$ cat src/mce_map.svh
// Register offsets, field positions, reset values and timing counts of the counter unit
`ifndef MCE_MAP_SVH
`define MCE_MAP_SVH

`define MCE_OFS_CTRL      8'h00
`define MCE_OFS_MODULO    8'h04
`define MCE_OFS_COUNT     8'h08
`define MCE_OFS_SCAN      8'h0c
`define MCE_OFS_IDXLATCH  8'h10
`define MCE_OFS_MEAS      8'h14
`define MCE_OFS_STATUS    8'h18
`define MCE_OFS_CMD       8'h1c

`define MCE_CTRL_W        21
`define MCE_CTRL_RST      21'h0
`define MCE_MODULO_RST    32'hffffffff

`define MCE_F_MODE_LO     0
`define MCE_F_MODE_HI     2
`define MCE_F_ENCRES_LO   3
`define MCE_F_ENCRES_HI   4
`define MCE_F_LIMIT_LO    5
`define MCE_F_LIMIT_HI    6
`define MCE_F_INDEX_LO    7
`define MCE_F_INDEX_HI    9
`define MCE_F_IDXFALL     10
`define MCE_F_CLRREAD     11
`define MCE_F_UPDOWN      12
`define MCE_F_PERN_LO     13
`define MCE_F_PERN_HI     14
`define MCE_F_RES_LO      15
`define MCE_F_RES_HI      16
`define MCE_F_WIDE        17
`define MCE_F_PWFALL      18
`define MCE_F_TMAFALL     19
`define MCE_F_TMIFALL     20

`define MCE_CMD_CLEAR     0

`define MCE_PER_N0        10'd1
`define MCE_PER_N1        10'd10
`define MCE_PER_N2        10'd100
`define MCE_PER_N3        10'd1000

`define MCE_CLK_NS        100
`define MCE_RES0_NS       20
`define MCE_RES1_NS       200
`define MCE_RES2_NS       2000
`define MCE_RES3_NS       20000
`define MCE_RES0_INC      (`MCE_CLK_NS / `MCE_RES0_NS)
`define MCE_RES1_DIV      (`MCE_RES1_NS / `MCE_CLK_NS)
`define MCE_RES2_DIV      (`MCE_RES2_NS / `MCE_CLK_NS)
`define MCE_RES3_DIV      (`MCE_RES3_NS / `MCE_CLK_NS)

`endif

$ cat src/mce_pkg.sv
// Types shared by the counter unit modules
`include "mce_map.svh"
package mce_pkg;

   typedef enum logic [2:0] {
      MODE_COUNT, MODE_ENCODER, MODE_PERIOD, MODE_WIDTH, MODE_TIMING
   } mce_mode_e;

   typedef enum logic [1:0] {RES_1X, RES_2X, RES_4X} mce_encres_e;

   typedef enum logic [1:0] {
      LIM_TOTALIZE, LIM_WRAPAROUND_LIMIT_MODE, LIM_RANGE, LIM_SINGLE_SHOT
   } mce_limit_e;

   typedef enum logic [2:0] {
      IDX_MARKER_IGNORE_MODE, IDX_CLEAR, IDX_GATE, IDX_LATCH, IDX_DECREMENT
   } mce_index_e;

   typedef struct packed {
      logic prev;
      logic level;
      logic rise;
      logic fall;
   } mce_edge_s;

   typedef struct packed {
      logic [`MCE_CTRL_W-1:0] ctrl;
      logic [31:0]            modulo;
      logic [31:0]            count;
      logic [31:0]            scanData;
      logic                   scanValid;
      logic [31:0]            idxLatch;
      logic [31:0]            measResult;
      logic [31:0]            timer;
      logic [9:0]             periods;
      logic [7:0]             divCnt;
      logic                   measRun;
      logic                   stopped;
      logic [31:0]            rdata;
   } mce_state_s;

endpackage

$ cat src/mce_edge.sv
// Input sampler giving level and one-cycle rise and fall pulses
module mce_edge (
   // Clock and reset
   input  wire logic clk,
   input  wire logic rst_n,
   // Sampled input
   input  wire logic din,
   // Level and edges
   output logic      level,
   output logic      rise,
   output logic      fall
);
   import mce_pkg::*;

   mce_edge_s s;
   mce_edge_s next_s;

   always_comb begin
      next_s       = s;
      next_s.prev  = s.level;
      next_s.level = din;
      next_s.rise  = din & ~s.level;
      next_s.fall  = ~din & s.level;
   end

   always_ff @(posedge clk or negedge rst_n) begin
      if (!rst_n) begin
         s <= '0;
      end else begin
         s <= next_s;
      end
   end

   assign level = s.level;
   assign rise  = s.rise;
   assign fall  = s.fall;
endmodule

$ cat src/mce_counter.sv
// Multimode counter, quadrature decoder and time measurement unit with APB registers
//
// How it works
// - 1X encoder counts phase A rising only
// - 2X encoder counts both phase A edges
// - 4X encoder counts all A and B edges
// - Wraparound up: past modulo returns to zero
// - Wraparound down: below zero loads modulo
// - Range limit halts at modulo or zero
// - Marker ignore mode disregards index input
// - Index clear reloads modulo on chosen edge
// - Encoder index may gate or capture count
// - Counter is 32 bits wide
// - Pulse mode: A counts, B direction, index acts
// - Values sampled on each scan start
// - Clear on read in pulse mode: capture then zero
// - Up/down: B high up, B low down
// - Gating: count while index high, else hold
// - Index capture copies count to latch
// - Pulse mode index decrement subtracts one
// - Period over 1/10/100/1000 cycles, 16/32 bit
// - Ticks of 20 ns up to 20 us
// - Pulse width between opposite A edges
// - Timing from A edge to index edge
// - Acquisition start zeroes values, first scan zero
//
// Our own choices: the register offsets and the APB slave port.
`include "mce_map.svh"

module mce_counter (
   // Clock and reset
   input  wire logic        clk,
   input  wire logic        rst_n,
   // APB slave
   input  wire logic [7:0]  paddr,
   input  wire logic        psel,
   input  wire logic        penable,
   input  wire logic        pwrite,
   input  wire logic [31:0] pwdata,
   output logic [31:0]      prdata,
   output logic             pready,
   output logic             pslverr,
   // Signal source inputs
   input  wire logic        phaseA,
   input  wire logic        phaseB,
   input  wire logic        indexIn,
   // Acquisition timing
   input  wire logic        acqStart,
   input  wire logic        scanStart,
   output logic [31:0]      scanData,
   output logic             scanValid
);
   import mce_pkg::*;

   mce_state_s s;
   mce_state_s next_s;

   logic aLvl;
   logic aRise;
   logic aFall;
   logic bLvl;
   logic bRise;
   logic bFall;
   logic iLvl;
   logic iRise;
   logic iFall;

   ////////////////////////////////////////////////////////////////////////////////
   // Input edge detection

   mce_edge uEdgeA (
      .clk   (clk),
      .rst_n (rst_n),
      .din   (phaseA),
      .level (aLvl),
      .rise  (aRise),
      .fall  (aFall)
   );

   mce_edge uEdgeB (
      .clk   (clk),
      .rst_n (rst_n),
      .din   (phaseB),
      .level (bLvl),
      .rise  (bRise),
      .fall  (bFall)
   );

   mce_edge uEdgeI (
      .clk   (clk),
      .rst_n (rst_n),
      .din   (indexIn),
      .level (iLvl),
      .rise  (iRise),
      .fall  (iFall)
   );

   ////////////////////////////////////////////////////////////////////////////////
   // Functions

   // Returns {stop flag, next count} for one count step
   function automatic logic [32:0] limitStep(input logic [31:0] c,
                                             input logic [31:0] m,
                                             input logic        up,
                                             input mce_limit_e  lm);
      logic [31:0] nv;
      logic        stop;
      nv   = up ? c + 32'h1 : c - 32'h1;
      stop = 1'b0;
      case (lm)
         LIM_WRAPAROUND_LIMIT_MODE: begin
            if (up) begin
               nv = (c >= m) ? 32'h0 : c + 32'h1;
            end else begin
               nv = (c == 32'h0) ? m : c - 32'h1;
            end
         end
         LIM_RANGE: begin
            // Halted value stays; a reversed step moves off the bound
            if (up && c >= m) begin
               nv = c;
            end else if (!up && c == 32'h0) begin
               nv = c;
            end
         end
         LIM_SINGLE_SHOT: begin
            if ((up && c == 32'hffffffff) || (!up && c == 32'h0)) begin
               nv   = c;
               stop = 1'b1;
            end else if (nv == m) begin
               stop = 1'b1;
            end
         end
         default: begin
         end
      endcase
      return {stop, nv};
   endfunction

   function automatic logic [9:0] periodTarget(input logic [1:0] sel);
      logic [9:0] n;
      if (sel == 2'd0) begin
         n = `MCE_PER_N0;
      end else if (sel == 2'd1) begin
         n = `MCE_PER_N1;
      end else if (sel == 2'd2) begin
         n = `MCE_PER_N2;
      end else begin
         n = `MCE_PER_N3;
      end
      return n;
   endfunction

   // 16-bit results saturate instead of wrapping
   function automatic logic [31:0] fitResult(input logic [31:0] t, input logic wide);
      logic [31:0] r;
      r = t;
      if (!wide && t > 32'h0000ffff) begin
         r = 32'h0000ffff;
      end
      return r;
   endfunction

   function automatic logic [31:0] regRead(input logic [7:0] a, input mce_state_s st,
                                           input logic [2:0] lv);
      logic [31:0] d;
      d = 32'h0;
      if (a == `MCE_OFS_CTRL) begin
         d = {{(32-`MCE_CTRL_W){1'b0}}, st.ctrl};
      end else if (a == `MCE_OFS_MODULO) begin
         d = st.modulo;
      end else if (a == `MCE_OFS_COUNT) begin
         d = st.count;
      end else if (a == `MCE_OFS_SCAN) begin
         d = st.scanData;
      end else if (a == `MCE_OFS_IDXLATCH) begin
         d = st.idxLatch;
      end else if (a == `MCE_OFS_MEAS) begin
         d = st.measResult;
      end else if (a == `MCE_OFS_STATUS) begin
         d = {27'h0, lv, st.measRun, st.stopped};
      end
      return d;
   endfunction

   function automatic logic addrOk(input logic [7:0] a);
      return a == `MCE_OFS_CTRL || a == `MCE_OFS_MODULO || a == `MCE_OFS_COUNT ||
             a == `MCE_OFS_SCAN || a == `MCE_OFS_IDXLATCH || a == `MCE_OFS_MEAS ||
             a == `MCE_OFS_STATUS || a == `MCE_OFS_CMD;
   endfunction

   ////////////////////////////////////////////////////////////////////////////////
   // Next state

   mce_mode_e   mode;
   mce_encres_e encRes;
   mce_limit_e  limMode;
   mce_index_e  idxMode;
   logic        cntEvt;
   logic        cntUp;
   logic        idxEdge;
   logic        swClear;
   logic        wrAccess;
   logic [32:0] step;
   logic [31:0] tickInc;
   logic [7:0]  divMax;
   logic        aStart;
   logic        aEnd;
   logic        tmStop;

   always_comb begin
      next_s    = s;
      mode      = mce_mode_e'(s.ctrl[`MCE_F_MODE_HI:`MCE_F_MODE_LO]);
      encRes    = mce_encres_e'(s.ctrl[`MCE_F_ENCRES_HI:`MCE_F_ENCRES_LO]);
      limMode   = mce_limit_e'(s.ctrl[`MCE_F_LIMIT_HI:`MCE_F_LIMIT_LO]);
      idxMode   = mce_index_e'(s.ctrl[`MCE_F_INDEX_HI:`MCE_F_INDEX_LO]);
      idxEdge   = s.ctrl[`MCE_F_IDXFALL] ? iFall : iRise;
      wrAccess  = psel && penable && pwrite;
      swClear   = wrAccess && paddr == `MCE_OFS_CMD && pwdata[`MCE_CMD_CLEAR];
      cntEvt    = 1'b0;
      cntUp     = 1'b1;
      step      = 33'h0;
      tickInc   = 32'h0;
      divMax    = 8'h0;
      aStart    = 1'b0;
      aEnd      = 1'b0;
      tmStop    = 1'b0;
      next_s.scanValid = 1'b0;

      // Software clear first, so a same-cycle stop from counting still sets
      if (swClear) begin
         next_s.count   = 32'h0;
         next_s.stopped = 1'b0;
      end

      if (mode == MODE_ENCODER) begin
         case (encRes)
            RES_1X: begin
               cntEvt = aRise;
               cntUp  = ~bLvl;
            end
            RES_2X: begin
               cntEvt = aRise | aFall;
               cntUp  = aLvl ^ bLvl;
            end
            default: begin
               cntEvt = aRise | aFall | bRise | bFall;
               cntUp  = (aRise | aFall) ? (aLvl ^ bLvl) : ~(aLvl ^ bLvl);
            end
         endcase
      end else if (mode == MODE_COUNT) begin
         cntEvt = aRise;
         cntUp  = s.ctrl[`MCE_F_UPDOWN] ? bLvl : 1'b1;
      end

      // Gate low holds the count
      if (idxMode == IDX_GATE && !iLvl) begin
         cntEvt = 1'b0;
      end

      if (cntEvt && !next_s.stopped) begin
         step         = limitStep(next_s.count, s.modulo, cntUp, limMode);
         next_s.count = step[31:0];
         if (step[32]) begin
            next_s.stopped = 1'b1;
         end
      end

      // Index clear and decrement override a count step in the same cycle
      if (idxEdge && (mode == MODE_COUNT || mode == MODE_ENCODER)) begin
         case (idxMode)
            IDX_CLEAR: begin
               next_s.count   = s.modulo;
               next_s.stopped = 1'b0;
            end
            IDX_LATCH: begin
               next_s.idxLatch = s.count;
            end
            IDX_DECREMENT: begin
               if (mode == MODE_COUNT) begin
                  next_s.count = s.count - 32'h1;
               end
            end
            default: begin
            end
         endcase
      end

      // Timebase: 20 ns ticks add several per clock, coarser ones divide
      case (s.ctrl[`MCE_F_RES_HI:`MCE_F_RES_LO])
         2'd0: divMax = 8'd1;
         2'd1: divMax = 8'(`MCE_RES1_DIV);
         2'd2: divMax = 8'(`MCE_RES2_DIV);
         default: divMax = 8'(`MCE_RES3_DIV);
      endcase
      if (s.divCnt >= divMax - 8'd1) begin
         next_s.divCnt = 8'h0;
      end else begin
         next_s.divCnt = s.divCnt + 8'd1;
      end
      if (s.ctrl[`MCE_F_RES_HI:`MCE_F_RES_LO] == 2'd0) begin
         tickInc = 32'(`MCE_RES0_INC);
      end else if (s.divCnt >= divMax - 8'd1) begin
         tickInc = 32'h1;
      end
      if (s.measRun) begin
         next_s.timer = s.timer + tickInc;
      end

      if (mode == MODE_PERIOD && aRise) begin
         if (!s.measRun) begin
            next_s.measRun = 1'b1;
            next_s.timer   = 32'h0;
            next_s.periods = 10'h0;
            next_s.divCnt  = 8'h0;
         end else if (s.periods + 10'd1 >= periodTarget(s.ctrl[`MCE_F_PERN_HI:`MCE_F_PERN_LO])) begin
            next_s.measResult = fitResult(s.timer + tickInc, s.ctrl[`MCE_F_WIDE]);
            next_s.timer      = 32'h0;
            next_s.periods    = 10'h0;
         end else begin
            next_s.periods = s.periods + 10'd1;
         end
      end else if (mode == MODE_WIDTH) begin
         aStart = s.ctrl[`MCE_F_PWFALL] ? aFall : aRise;
         aEnd   = s.ctrl[`MCE_F_PWFALL] ? aRise : aFall;
         if (aStart) begin
            next_s.measRun = 1'b1;
            next_s.timer   = 32'h0;
            next_s.divCnt  = 8'h0;
         end else if (aEnd && s.measRun) begin
            next_s.measRun    = 1'b0;
            next_s.measResult = fitResult(s.timer + tickInc, s.ctrl[`MCE_F_WIDE]);
         end
      end else if (mode == MODE_TIMING) begin
         aStart = s.ctrl[`MCE_F_TMAFALL] ? aFall : aRise;
         tmStop = s.ctrl[`MCE_F_TMIFALL] ? iFall : iRise;
         if (tmStop && s.measRun) begin
            next_s.measRun    = 1'b0;
            next_s.measResult = fitResult(s.timer + tickInc, s.ctrl[`MCE_F_WIDE]);
         end else if (aStart && !s.measRun) begin
            next_s.measRun = 1'b1;
            next_s.timer   = 32'h0;
            next_s.divCnt  = 8'h0;
         end
      end else if (mode != MODE_PERIOD) begin
         next_s.measRun = 1'b0;
      end

      // Scan capture; clear on read drops a pulse landing on the scan edge
      if (acqStart) begin
         next_s.count      = 32'h0;
         next_s.scanData   = 32'h0;
         next_s.idxLatch   = 32'h0;
         next_s.measResult = 32'h0;
         next_s.measRun    = 1'b0;
         next_s.stopped    = 1'b0;
      end else if (scanStart) begin
         next_s.scanValid = 1'b1;
         if (mode == MODE_COUNT || mode == MODE_ENCODER) begin
            next_s.scanData = s.count;
            if (mode == MODE_COUNT && s.ctrl[`MCE_F_CLRREAD]) begin
               next_s.count = 32'h0;
            end
         end else begin
            next_s.scanData = s.measResult;
         end
      end

      // APB register writes
      if (wrAccess) begin
         if (paddr == `MCE_OFS_CTRL) begin
            next_s.ctrl = pwdata[`MCE_CTRL_W-1:0];
         end else if (paddr == `MCE_OFS_MODULO) begin
            next_s.modulo = pwdata;
         end
      end

      // Read data captured in the setup phase, presented in the access phase
      if (psel && !penable && !pwrite) begin
         next_s.rdata = regRead(paddr, s, {iLvl, bLvl, aLvl});
      end
   end

   ////////////////////////////////////////////////////////////////////////////////
   // State register and outputs

   always_ff @(posedge clk or negedge rst_n) begin
      if (!rst_n) begin
         s        <= '0;
         s.ctrl   <= `MCE_CTRL_RST;
         s.modulo <= `MCE_MODULO_RST;
      end else begin
         s <= next_s;
      end
   end

   assign prdata    = s.rdata;
   assign pready    = 1'b1;
   assign pslverr   = psel && penable && !addrOk(paddr);
   assign scanData  = s.scanData;
   assign scanValid = s.scanValid;
endmodule

$ cat config.mk
export PLATFORM = sky130hd
export DESIGN_NAME = mce_counter
export DESIGN_NICKNAME = d
export VERILOG_FILES = /design/src/mce_pkg.sv /design/src/mce_edge.sv /design/src/mce_counter.sv
export VERILOG_INCLUDE_DIRS = /design/src /design/src/src
export SDC_FILE = /design/constraint.sdc
export NUM_CORES = 1
export LEC_CHECK = 0
export BUFFER_PORTS_ARGS = -buffer_cell sky130_fd_sc_hd__clkbuf_2
export CAP_MARGIN = 0
export CORE_ASPECT_RATIO = 1.25
export CORE_UTILIZATION = 50
export DETAILED_ROUTE_END_ITERATION = 12
export GPL_ROUTABILITY_DRIVEN = 0
export PLACE_DENSITY = 0.7
export SYNTH_ARGS = -nofsm -noshare
export SYNTH_HDL_FRONTEND = slang
export SYNTH_SLANG_ARGS = --single-unit
$ cat constraint.sdc
create_clock -name clk -period 4.9 [get_ports clk]
set_input_delay 0.735 -clock clk [delete_from_list [all_inputs] [get_ports clk]]
set_output_delay 0.735 -clock clk [all_outputs]
set_load 0.01 [all_outputs]
[Word level (Yosys, flattened, before mapping)]
Index checks and enable logic that the tools add are counted.
Operators by class
  add/subtract/negate cells: 7
  magnitude comparators: 4
  equal/unequal tests: 32
  multiplexer cells: 89
  bitwise operators: 18
  reductions and logical operators: 53
Operators by type and width (number)
  $mux 32: 31
  $mux 64: 6
  $pmux 32 s3: 1
  $mux 65: 1
  $pmux 32 s2: 1
  $sub 32x1->32 const B: 2
  $mux 10: 6
  $mux 42: 1
  $mux 9: 4
  $add 32x1->32 const B: 1
  $add 32x32->32: 1
  $eq 32x32->1: 1
  $eq 32x32->1 const B: 1
  $eq 8x5->1 const B: 4
  $ge 32x32->1: 1
  $gt 32x16->1 const B: 1
  $logic_not 32->1: 1
  $mux 8: 4
  $mux 1: 28
  $pmux 8 s3: 1
  $logic_and 1x1->1: 19
  $eq 8x4->1 const B: 2
  $eq 3x2->1 const B: 4
  $add 10x1->10 const B: 1
  other kinds (34): 80
Word-level totals
  bits in registers: 275
  bits of input ports: 50
  output and inout bits: 67

[Depth between registers and ports, before layout]
  word-level depth: 18
  depth in mapped cells: 26
  mapped depth without buffers: 23

[Cells and area by module]
Synthesis repeated with hierarchy kept, for this count alone.
Second synthesis, totals
  cell total of the unflattened synthesis: 2774
  area total of the unflattened synthesis: 21225.4 um^2
Modules (own cells, without submodules)
  mce_counter: times used 1, cells an instance 2759, area each 20955.1 um^2, sequential area each 6696.4 um^2
  mce_edge: times used 3, cells an instance 5, area each 90.1 um^2, sequential area each 75.1 um^2

[Worst setup path after synthesis]
Ideal clock, no wire load.
  kind: register -> register
  start point: register s[261] (netlist name)
  end point: register s[96] (netlist name)
  arrival: 4840 ps
  path slack: -84 ps
  stages on the path, launching flop included: 26
  cell sequence: dfrtp_1 -> or2_2 -> ha_1 -> nand2b_1 -> a21o_1 -> a21o_1 -> a21o_1 -> a21o_1 -> a21o_1 -> a21o_1 -> a21oi_1 -> nand2_1 -> ha_1 -> a31o_2 -> and3_1 -> clkbuf_1 -> and3_1 -> buf_2 -> and2b_1 -> nand2_1 -> mux2_2 -> o22ai_1 -> a41oi_2 -> nor2_2 -> buf_2 -> a221oi_1
On the way
  cells in the longest elaborated chain, start to end: 15
  elaborated cells on any way between the ends: 21
  classes of those cells: 2 x add/sub; 2 x order compare; 2 x eq/ne; 13 x mux; 2 x reduce/logical
Ends and longest elaborated chain
  from (decl): RTL line mce_counter.sv:55  | mce_state_s s;
  from (signal assigned): RTL line mce_counter.sv:393  | s <= next_s;
  $eq 2x2->1 (tied with other cells): RTL line mce_counter.sv:290  | case (s.ctrl[`MCE_F_RES_HI:`MCE_F_RES_LO])
  $pmux 8 s3: RTL line mce_counter.sv:290
  $sub 8x1->8: RTL line mce_counter.sv:303  | end else if (s.divCnt >= divMax - 8'd1) begin
  $ge 8x8->1: RTL line mce_counter.sv:303
  $mux 1: RTL line mce_counter.sv:303
  $mux 3 *: RTL line mce_counter.sv:301  | if (s.ctrl[`MCE_F_RES_HI:`MCE_F_RES_LO] == 2'd0) begin
  $add 32x32->32 *: RTL line mce_counter.sv:317, mce_counter.sv:332, mce_counter.sv:339
  $gt 32x16->1: RTL line mce_counter.sv:158  | if (!wide && t > 32'h0000ffff) begin
  $logic_and 1x1->1: RTL line mce_counter.sv:158
  $mux 32 *: RTL line mce_counter.sv:158
  $mux 32, on equally long branches: RTL line mce_counter.sv:337, mce_counter.sv:330
  $mux 64 / $mux 32 (equally long branches): RTL line mce_counter.sv:334, mce_counter.sv:326
  $mux 64: RTL line mce_counter.sv:323  | end else if (mode == MODE_WIDTH) begin
  $mux 64 *: RTL line mce_counter.sv:310  | if (mode == MODE_PERIOD && aRise) begin
  $mux 64 *: RTL line mce_counter.sv:350  | if (acqStart) begin
Mark *: on every way between the ends. The rest lies on a longest branch, timed or not. The select of a mux whose other input is x is not followed.
A chain may end at the register's enable or synchronous reset.

==> metrics.yaml <==
setup_path:
  path_common_cell: "buf_4"
  crit_arrival_ps: 5280
  slowest_delay_ps: 450
  cp_max_fo: 10
  cpLargestDelayFamily: "compound AO/OA/AOI/OAI gates"
  worstSetupStartpoint: "paddr[5]"
  crit_slowest_cell: "o31ai_2"
  path_buf_inv: 4
  r2r-start: "s[260]"
  path_class: "in2reg"
  cp.required_ps: 5390
  ff2ff_setup_slack_ps: 130
  start_kind: "primary input"
  crit_chain: "clkbuf_2 > nor4b_1 > buf_4 > nand3_1 > buf_4 > and2_1 > ha_1 > a21o_1 > a21o_1 > a221oi_1 > o211ai_1 > o21a_1 > buf_4 > o31ai_2 > o21a_4 > a22oi_1 > or3_1 > a211oi_1"
  cp-end-kind: "flip-flop"
  rr_endpoint: "s[97]"
  rr_worst_depth: 25
power_and_ir_drop:
  pwr_density_cell_mw_per_mm2: 256
  p_total_uw: 6040
  leakage_uw: 0.0101
  vdd_drop_max_uv: 304
cts:
  cts_buffers: 30
  cts_tree: "built"
  cts.clk_slew.worst_paths_ps: 70
  cts_sinks: 275
  htree_levels: 1
  clkLatencyLatePin_ps: 590
  cts_hold_buf: 0
  cts_buffer_depth: 3
  cts_root_buf: "clkbuf_16"
cells_and_area:
  drive_gt1_frac: 0.216
  fin_cells: 3194
  syn2layout_area_growth_pct: 14.4
  final_common_cell: "nand2_1"
  final_nets: 2727
  mostFrequentLayoutCells: "nand2_1, dfrtp_1, a21oi_1"
  finish.utilization: 0.584
synth:
  syn_area_mm2: 0.0206
  synth-edff-count: 0
  yosysSeqAreaShare: 0.335
  synthCells: 2540
  ys_warn_count: 0
  synth_area_leaders: "dfrtp_1, a21oi_1, nand2_1, dfstp_2, o21ai_0"
  yosysTopAreaCell: "dfrtp_1"
  avgSynthCellArea_um2: 8.13
  synth_async_sr_flop_share: 1.00
  yosys.area.top_type_share: 0.295
  ys_seq_elements: 275
  ys_types: 104
  ys.flop_type: "dfrtp_1"
place:
  dp.cells: 3130
  dp_slack_ps: -308
  io_buffer_count: 115
  place_hpwl_um: 58000
sta:
  min_period_over_period: 0.979
  hold_violations: 0
  slew-limit-headroom: 0.185
  finalClockSkew_ps: 15.9
  tightest_slew_ps: 1220
  setup_slack_ps: 105
  fin_crit_ps: 4790
  drv_slew: 0
  rsz0062_at_grt: "yes"
  fin_hold_ws_ps: 115
  timing.fmax_mhz: 209
  finalSetupViolCount: 0
floorplan:
  io_pins: 117
  start_util: 0.511
  core_area_mm2: 0.0404
  die_w_um: 184
  die-area_mm2: 0.0421
  die_y_um: 229
  fp-row-count: 82
global_routing:
  grt_remaining_overflow: 0
  grt_usage: 0.388
  antenna_found_initial: 3
  grt_pass1_wl_um: 125000
  grt_pass1_vias: 20816
  grt_max_degree: 110
detailed_routing:
  drtPass1Iterations: 7
  routed_wl_um: 82300
  dr_wl_met3_um: 10400
  routedWlPerCell_um: 25.8
  num_vias: 21899
  ant_nets: 0
  viasPerCell: 6.86
  drc: 0
  met2_length_um: 36000
  routed.top_layer: "met5"
  drt_iter0_drc: 3436
  wl_met1_um: 28600
run_status:
  outcome: "finished, final reports clean"
hold_path:
  hp-class: "in2async"
flow_run:
  maxCapViolations: 0
[stage by stage]
stage | setup TNS, ps | cell area (µm²)
after floorplan | -45.1 | 20700
after global placement | -2480 | 22300
after detailed placement | -5390 | 22300
after CTS | 0 | 23400
after global routing | -2010 | 23600
final | 0 | 23600
[registers in the layout (all words and copies together), names as in the netlist, 2 cells and up]
register  count
encRes        2
idxMode       3
limMode       2
mode          3
prdata       32
s           191
scanData     32
[repair_timing]
item,in CTS,in global routing
pin swaps,4,21
setup endpoints to repair,27,31
setup buffers,1,5
gates cloned,0,1
gates resized for setup,8,24
[worst max path at each step]
stage                     cells past startpoint     end  slack, ps
final                                        18  s[196]        110
after floorplan                              25  s[100]         -5
after detailed placement                     18  s[193]       -310
after CTS                                    23   s[98]          5
after global placement                       18  s[193]       -200
after global routing                         25   s[96]       -150
[layout make-up]
class                           count  area (µm²)
Fill cell                        3620       16800
Antenna cell                        1        2.50
Timing Repair Buffer              336        2320
Sequential cell                   275        6920
Multi-Input combinational cell   1899       12300
Clock inverter                     23         289
Clock buffer                       33         803
Tap cell                          546         683
Inverter                           81         304
[synth_stat cells (all sizes together), types with 32 or more instances]
cell	n
buf	115
ha	54
nand3	80
a221oi	42
nand4	34
mux2	56
o21ai	160
nand2	300
dfstp	32
xnor2	65
clkbuf	172
xor2	62
inv	80
dfrtp	243
a211oi	32
nor2	207
a21oi	237
a311oi	38
nor3	57
[cell families (layout without fill, tap and decap cells)]
logic type / Yosys count / after routing / synth area share
xor gates and xnor gates: 127 / 127 / 0.0539
DFF: 275 / 275 / 0.335
other: 1 / 4 / 0.000182
and+or+nand+nor: 851 / 851 / 0.202
AOI/OAI and AO/OA: 787 / 787 / 0.254
muxes: 77 / 77 / 0.0407
adders and majority gates: 54 / 54 / 0.0327
buffers and inverters: 368 / 473 / 0.0812
[report_power, final]
part	total [µW]	internal (µW)	leakage [µW]	switching, µW
sequential	2450	2360	0.00357	95.9
combinational	1060	405	0.00598	660
clock	2530	1500	0.000543	1020
total	6040	4270	0.0101	1780
[worst register-to-register path, stage by stage (launching register included)]
cell and delay, ps:
dfrtp_1 390, or2_4 270, ha_4 210, nand2b_4 130, a21o_1 160, a21o_1 150
a21o_1 150, a21o_1 150, a21o_1 170, a21o_1 160, a21oi_2 150, nand2_2 90
ha_4 170, ha_4 150, a21o_1 180, nand4_1 220, buf_4 170, nor4_2 40
and4_2 260, or2_2 300, a21oi_2 130, a41o_1 150, a41oi_4 160, nor2_4 240
clkbuf_16 200, a221oi_2 60
[routing by layer]
| layer | vias to the layer above | track usage |
|---|---|---|
| li1 | 9384 | - |
| met1 | 10323 | 0.475 |
| met2 | 1698 | 0.591 |
| met3 | 492 | 0.102 |
| met4 | 2 | 0.272 |
| met5 | - | 0 |
No activity file was read; power rests on OpenSTA's default activity.
